==> config.mk <==
export PLATFORM = sky130hd
export DESIGN_NAME = byte_fifo
export DESIGN_NICKNAME = d
export VERILOG_FILES = /design/src/verilog/loader_cmd_checker.sv
export SDC_FILE = /design/constraint.sdc
export NUM_CORES = 1
export LEC_CHECK = 0
export BUFFER_PORTS_ARGS = -buffer_cell sky130_fd_sc_hd__buf_2
export CORE_ASPECT_RATIO = 0.6
export CORE_MARGIN = 2
export CORE_UTILIZATION = 55
export CTS_CLUSTER_DIAMETER = 30
export DETAILED_ROUTE_END_ITERATION = 7
export PLACE_DENSITY = 0.75
export SKIP_LAST_GASP = 1
export SYNTH_ARGS = -nofsm -noshare
export SYNTH_HDL_FRONTEND = slang
export SYNTH_SLANG_ARGS = --single-unit
export TNS_END_PERCENT = 10
==> constraint.sdc <==
create_clock -name clk -period 2.6 [get_ports clk]
set_clock_uncertainty 0.15 [all_clocks]
set_input_delay 0.52 -clock clk [delete_from_list [all_inputs] [get_ports clk]]
set_output_delay 0.52 -clock clk [all_outputs]
set_load 0.005 [all_outputs]
==> src/verilog/loader_cmd_checker.sv <==
// Loader command checker: frame validation, decode, limit and protection gating, responses
// What this block does
// - Every command can return an acknowledge carrying its outcome error code.
// - Successful data-returning commands send only data; errors send the error code.
// - Execute commands answer nothing on success, only when they cannot run.
// - Frames with bad checksum, length, or unknown type are rejected.
// - Rejected frames are dropped without any response.
// - RAM codes write, execute and read are decoded.
// - Memory write, execute, read, erase, protection, page write and read decoded.
// - Option set/get, node address set/get and baud set are decoded.
// - Unused filler bytes are ignored whatever their value.
// - High-speed variant tolerates padding up to 128 data bytes, keeps real data.
// - With padding, the byte after the last pad is the checksum.
// - RAM reads cover all RAM; writes into loader stack area fail.
// - RAM and memory write, read and execute check their address range and error when exceeded; erase and page accesses are not checked.
// - A RAM or memory read or write with zero byte count is rejected with an error.
// - RAM write, memory write, erase blocked by any read or write protection.
// - Execute, read, page read, gets and baud set blocked by read protection.
// - Page write, option set, address set blocked on read protection without code write protection.
// - Protection set or clear skips all protection checks.
// - Permission is evaluated first; a protection violation answers with an error.
// - Frames end with a checksum computed as on the standard link.
// - Session baud rates 38.4, 115.2 and 230.4 kBd are supported.
`timescale 1ns/10ps
`default_nettype none

module byte_fifo #(
    parameter int WIDTH = 9,
    parameter int DEPTH = 16
) (
    input wire logic clk,
    input wire logic rst_n,
    input wire logic in_valid,
    input wire logic [WIDTH-1:0] in_data,
    output logic in_ready,
    output logic out_valid,
    output logic [WIDTH-1:0] out_data,
    input wire logic out_ready
);
    localparam int AW = $clog2(DEPTH);
    logic [WIDTH-1:0] mem [DEPTH];
    logic [AW-1:0] wp_q, wp_d, rp_q, rp_d;
    logic [AW:0] cnt_q, cnt_d;
    logic ready_q, ready_d, push, pop;

    assign in_ready = ready_q;
    assign out_valid = (cnt_q != '0);
    assign out_data = mem[rp_q];

    always_comb begin
        push = in_valid & ready_q;
        pop = out_valid & out_ready;
        wp_d = push ? AW'(wp_q + 1'b1) : wp_q;
        rp_d = pop ? AW'(rp_q + 1'b1) : rp_q;
        cnt_d = cnt_q;
        if (push && !pop) begin
            cnt_d = (AW+1)'(cnt_q + 1'b1);
        end else if (pop && !push) begin
            cnt_d = (AW+1)'(cnt_q - 1'b1);
        end
        ready_d = (cnt_d != (AW+1)'(DEPTH));
    end

    always_ff @(posedge clk) begin
        if (push) begin
            mem[wp_q] <= in_data;
        end
    end

    always_ff @(posedge clk or negedge rst_n) begin
        if (!rst_n) begin
            wp_q <= '0;
            rp_q <= '0;
            cnt_q <= '0;
            ready_q <= 1'b0;
        end else begin
            wp_q <= wp_d;
            rp_q <= rp_d;
            cnt_q <= cnt_d;
            ready_q <= ready_d;
        end
    end
endmodule : byte_fifo


`default_nettype wire

==> results_tabular.tex <==
\begin{tabular}{lr}
\hline
Metric & Value \\
\hline
\multicolumn{2}{l}{\textbf{Setup path}} \\
\quad Maximum single-stage delay on the critical path & 0.49 ns \\
\quad Crit Path Class & register to primary output \\
\quad Required time reported for the critical path endpoint & 1.93 ns \\
\quad Cell chain of the critical path & buf\_4 -> buf\_16 -> mux4\_2 -> mux4\_2 -> buf\_2 \\
\quad Cells on worst reg2reg path & 7 \\
\quad Most common cell type on the critical path & sky130\_fd\_sc\_hd\_\_mux4\_2 \\
\quad Slowest-stage cell, CP & sky130\_fd\_sc\_hd\_\_mux4\_2 \\
\quad Arrival time at the worst endpoint & 2.29 ns \\
\quad Largest fanout on the critical path & 7 \\
\quad Startpoint kind of the worst setup timing path & register \\
\quad Cell class contributing the biggest share of worst-path delay & multiplexers \\
\quad Category of the worst setup path capture point & primary output \\
\quad Critical R2R Launch & cnt\_q[1] \\
\quad Worst setup slack for register-to-register paths & 0.04 ns \\
\quad Reg-to-Reg End & in\_ready \\
\quad Critical path buffers and inverters & 3 \\
\multicolumn{2}{l}{\textbf{Logic synthesis}} \\
\quad Synth area leader & sky130\_fd\_sc\_hd\_\_edfxtp\_1 \\
\quad Multiplexer fraction of the synthesized cell area & 0.164 \\
\quad Number of enable-type register cells in the synthesized netlist & 144 \\
\quad Sequential fraction of the synthesis area & 0.747 \\
\quad Largest cells by area after synthesis & sky130\_fd\_sc\_hd\_\_edfxtp\_1 69\%, sky130\_fd\_sc\_hd\_\_mux4\_2 16\%, sky130\_fd\_sc\_hd\_\_dfrtp\_1 5.6\%, sky130\_fd\_sc\_hd\_\_and2\_1 1.4\%, sky130\_fd\_sc\_hd\_\_ha\_1 1.4\% \\
\quad Simple-gate portion of the synthesized area & 0.0444 \\
\quad Synthesis Warnings & 0 \\
\quad Most instantiated flip-flop cell in the synthesis netlist & sky130\_fd\_sc\_hd\_\_edfxtp\_1 \\
\quad Share of the synthesized area in compound gates (AO/OA/AOI/OAI) & 0.00700 \\
\quad Total of flip-flops plus latches after synthesis & 158 \\
\quad Count of mapped cells out of synthesis & 289 \\
\quad Adder-cell area share of the yosys netlist & 0.0140 \\
\quad Top cell type's share of synthesized area & 0.691 \\
\quad Distinct cell type count after synthesis & 32 \\
\quad Post-Synthesis Net Count & 309 \\
\quad Dominant combinational cell family by area after synthesis & multiplexers \\
\quad Mean Syn Cell Area & 21.6 um\^{}2 \\
\quad Fraction of synthesized cell area in xor and xnor cells & 0.0140 \\
\quad Fraction of registers with async set/reset & 0.0886 \\
\quad Syn Std Cell Area & 6250 um\^{}2 \\
\multicolumn{2}{l}{\textbf{Routing}} \\
\quad \# DRC & 0 \\
\quad Total routed wirelength & 13200 um \\
\quad Mean number of vias per cell & 6.05 \\
\quad Number of iterations in the first detailed-routing pass & 5 \\
\quad Iteration-0 DRC Markers & 328 \\
\quad Number of nets still failing antenna checks after routing & 0 \\
\quad Vias post-DR & 3075 \\
\quad Drt wl/cell & 26.0 um \\
\multicolumn{2}{l}{\textbf{Power and ir drop}} \\
\quad Logic gate share of total power & 0.298 \\
\quad Switching power share of the total & 0.270 \\
\quad Switching Power & 2.31 mW \\
\quad Total chip power & 8.55 mW \\
\quad Peak supply drop & 760 uV \\
\quad Total power density per cell area & 1140 nW/um\^{}2 \\
\quad Part of the power in the clock network & 0.316 \\
\quad Total internal power & 6.24 mW \\
\quad Seq pwr share & 0.386 \\
\quad Leak Pwr & 2.58 nW \\
\multicolumn{2}{l}{\textbf{Timing}} \\
\quad Final Max Slew Viols & 0 \\
\quad Pin slew with the least headroom to its limit & 0.622 ns \\
\quad Final critical-path required period & 2.96 ns \\
\quad Share of the cycle needed by the critical path after routing & 1.14 \\
\quad Min setup slack post-route & -0.359 ns \\
\quad Sum of negative setup slack & -3.10 ns \\
\quad Setup violations, final & 9 \\
\quad Endpoints failing hold & 0 \\
\quad Max-slew headroom & 0.585 \\
\quad Achievable clock frequency & 338 MHz \\
\quad RSZ-0062 raised after global routing & true \\
\multicolumn{2}{l}{\textbf{Die}} \\
\quad Boundary Pins & 24 \\
\quad Area enclosed by the die boundary & 12300 um\^{}2 \\
\quad Effective utilization at floorplan & 0.559 \\
\quad Core box area & 11200 um\^{}2 \\
\quad Die height & 86.6 um \\
\quad Die Span X & 142 um \\
\quad Row count & 30 \\
\multicolumn{2}{l}{\textbf{GRT}} \\
\quad Met1 track demand over resource & 0.355 \\
\quad Grt met2 use & 0.355 \\
\quad Global-route layer with the greatest usage & met1 \\
\quad Wire length of the first global-routing pass & 20000 um \\
\quad Overall global routing resource usage & 0.239 \\
\quad Maximum number of pins on one net before global-route repair & 25 \\
\quad Via count of the first global-routing pass & 3163 \\
\quad Global routing met3 resource utilization & 0.0779 \\
\quad Remaining Overflow, GRT & 0 \\
\quad Initial antenna violation count & 2 \\
\multicolumn{2}{l}{\textbf{Clocking}} \\
\quad Skew-Pair Late Insertion Delay & 0.42 ns \\
\quad H-tree levels & 4 \\
\quad Clock Sink Count & 158 \\
\quad Number of CTS-inserted buffers & 17 \\
\quad TritonCTS clock tree & yes \\
\quad Buffer type at the clock tree root & sky130\_fd\_sc\_hd\_\_clkbuf\_16 \\
\quad Clock Tree Buf Depth & 2 \\
\quad Clock-pin slew reported for the worst setup and hold paths after clock tree synthesis & 0.05 ns \\
\multicolumn{2}{l}{\textbf{Final layout}} \\
\quad Finished Layout Cells & 508 \\
\quad Fraction of layout cells with a size suffix above 1 & 0.356 \\
\quad Final core area utilization & 0.670 \\
\quad Commonest non-fill, non-tap cell in the layout & sky130\_fd\_sc\_hd\_\_edfxtp\_1 \\
\quad Commonest cells after routing, fill and taps aside & 144 x sky130\_fd\_sc\_hd\_\_edfxtp\_1, 45 x sky130\_fd\_sc\_hd\_\_mux4\_2, 23 x sky130\_fd\_sc\_hd\_\_buf\_2 \\
\quad Net total in the final layout & 369 \\
\quad Area growth from synthesis to layout & 19.9\% \\
\multicolumn{2}{l}{\textbf{Placed design}} \\
\quad Worst setup slack before clock tree synthesis & 0.0507 ns \\
\quad Port Buffer Count & 23 \\
\quad Number of cells after detailed placement & 467 \\
\quad Final weighted congestion in routability-driven placement & 0.829 \\
\quad HPWL after DPL & 8010 um \\
\multicolumn{2}{l}{\textbf{Run status}} \\
\quad Violations in the final reports & setup timing \\
\quad Result of the run & finished, violations left \\
\multicolumn{2}{l}{\textbf{Min path}} \\
\quad Min-Delay Startpoint & out\_ready \\
\quad End point of the worst hold path & rp\_q[0] \\
\quad Worst hold path cell count & 3 \\
\quad Tightest Hold Check Type & primary input to register \\
\multicolumn{2}{l}{\textbf{Job}} \\
\quad Max\_cap viols & 0 \\
\hline
\end{tabular}
cell usage after synthesis (2+ instances only):
master,number
sky130_fd_sc_hd__nor3_1,2
sky130_fd_sc_hd__and3_1,5
sky130_fd_sc_hd__mux4_2,45
sky130_fd_sc_hd__buf_2,3
sky130_fd_sc_hd__edfxtp_1,144
sky130_fd_sc_hd__nand2_1,10
sky130_fd_sc_hd__xor2_1,2
sky130_fd_sc_hd__nand3_1,2
sky130_fd_sc_hd__a21oi_1,2
sky130_fd_sc_hd__buf_1,3
sky130_fd_sc_hd__nand4_1,2
sky130_fd_sc_hd__nor2_1,2
sky130_fd_sc_hd__inv_1,4
sky130_fd_sc_hd__ha_1,7
sky130_fd_sc_hd__or4_1,2
sky130_fd_sc_hd__dfrtp_1,14
sky130_fd_sc_hd__and2_1,14
sky130_fd_sc_hd__clkbuf_1,5
sky130_fd_sc_hd__xnor2_1,8
metrics by stage:
step / instance area (um^2) / hold WS [ns]
detailed placement: 6730 / 0.300
CTS: 7490 / 0.298
global placement: 6730 / 0.288
finish: 7500 / 0.308
floorplan: 6260 / 0.0744
global route: 7490 / 0.326
power by group through the flow:
stage / combinational, mW / clock (mW) / sequential [mW]
finish: 2.54 / 2.71 / 3.30
global route: 2.71 / 2.85 / 3.33
CTS: 2.57 / 2.73 / 3.30
detailed placement: 2.34 / 0 / 3.34
global placement: 2.28 / 0 / 3.33
floorplan: 1.53 / 0 / 3.26
metal layers:
| layer | up-vias | part of all wire |
|---|---|---|
| li1 | 1317 | - |
| met1 | 1627 | 0.46 |
| met2 | 122 | 0.47 |
| met3 | 9 | 0.071 |
| met4 | 0 | 0.0068 |
| met5 | - | 0 |
logic make-up after synthesis:
logic type / Yosys count
AOI/OAI and AO/OA: 7
xor gates and xnor gates: 10
DFF: 158
buffers and inverters: 15
and+or+nand+nor: 46
muxes: 46
adders and majority gates: 7
layout make-up:
type                       count  area [um^2]
inverter                       4         15.0
clock buffer                  22          464
fill                         700         3690
antenna                        2         5.00
tap                          144          180
clock inverter                10          185
multi-input combinational    116         1520
sequential                   158         4680
timing repair buffer          52          454
how the worst max path moves through the flow:
stage / slack, ns / from / end / cells after the start
global route: -0.41 / rp_q[0] / out_data[8] / 5
CTS: -0.35 / rp_q[0] / out_data[5] / 5
global placement: 0.08 / cnt_q[0] / in_ready / 7
floorplan: 0.009 / rp_q[0] / out_data[0] / 4
finish: -0.36 / rp_q[0] / out_data[0] / 5
detailed placement: 0.05 / cnt_q[1] / in_ready / 7
flip-flops by register name, summed over array words and instances, names as in the netlist:
register / count
cnt_q: 5
in_ready: 1
mem: 144
rp_q: 4
wp_q: 4
what timing repair did:
item / 4_1_cts / 5_1_grt
pin swaps: 0 / 0
gates cloned: 2 / 0
gates resized for setup: 3 / 0
hold buffers: 1 / 0
setup buffers: 4 / 0
hold endpoints to repair: 14 / 0
endpoints found under the setup margin: 9 / 11
worst min-delay path, stage by stage:
cell	delay, ns
sky130_fd_sc_hd__buf_2	0.14
sky130_fd_sc_hd__nand2_4	0.10
sky130_fd_sc_hd__xnor2_1	0.07
(Power assumes the default switching activity.)
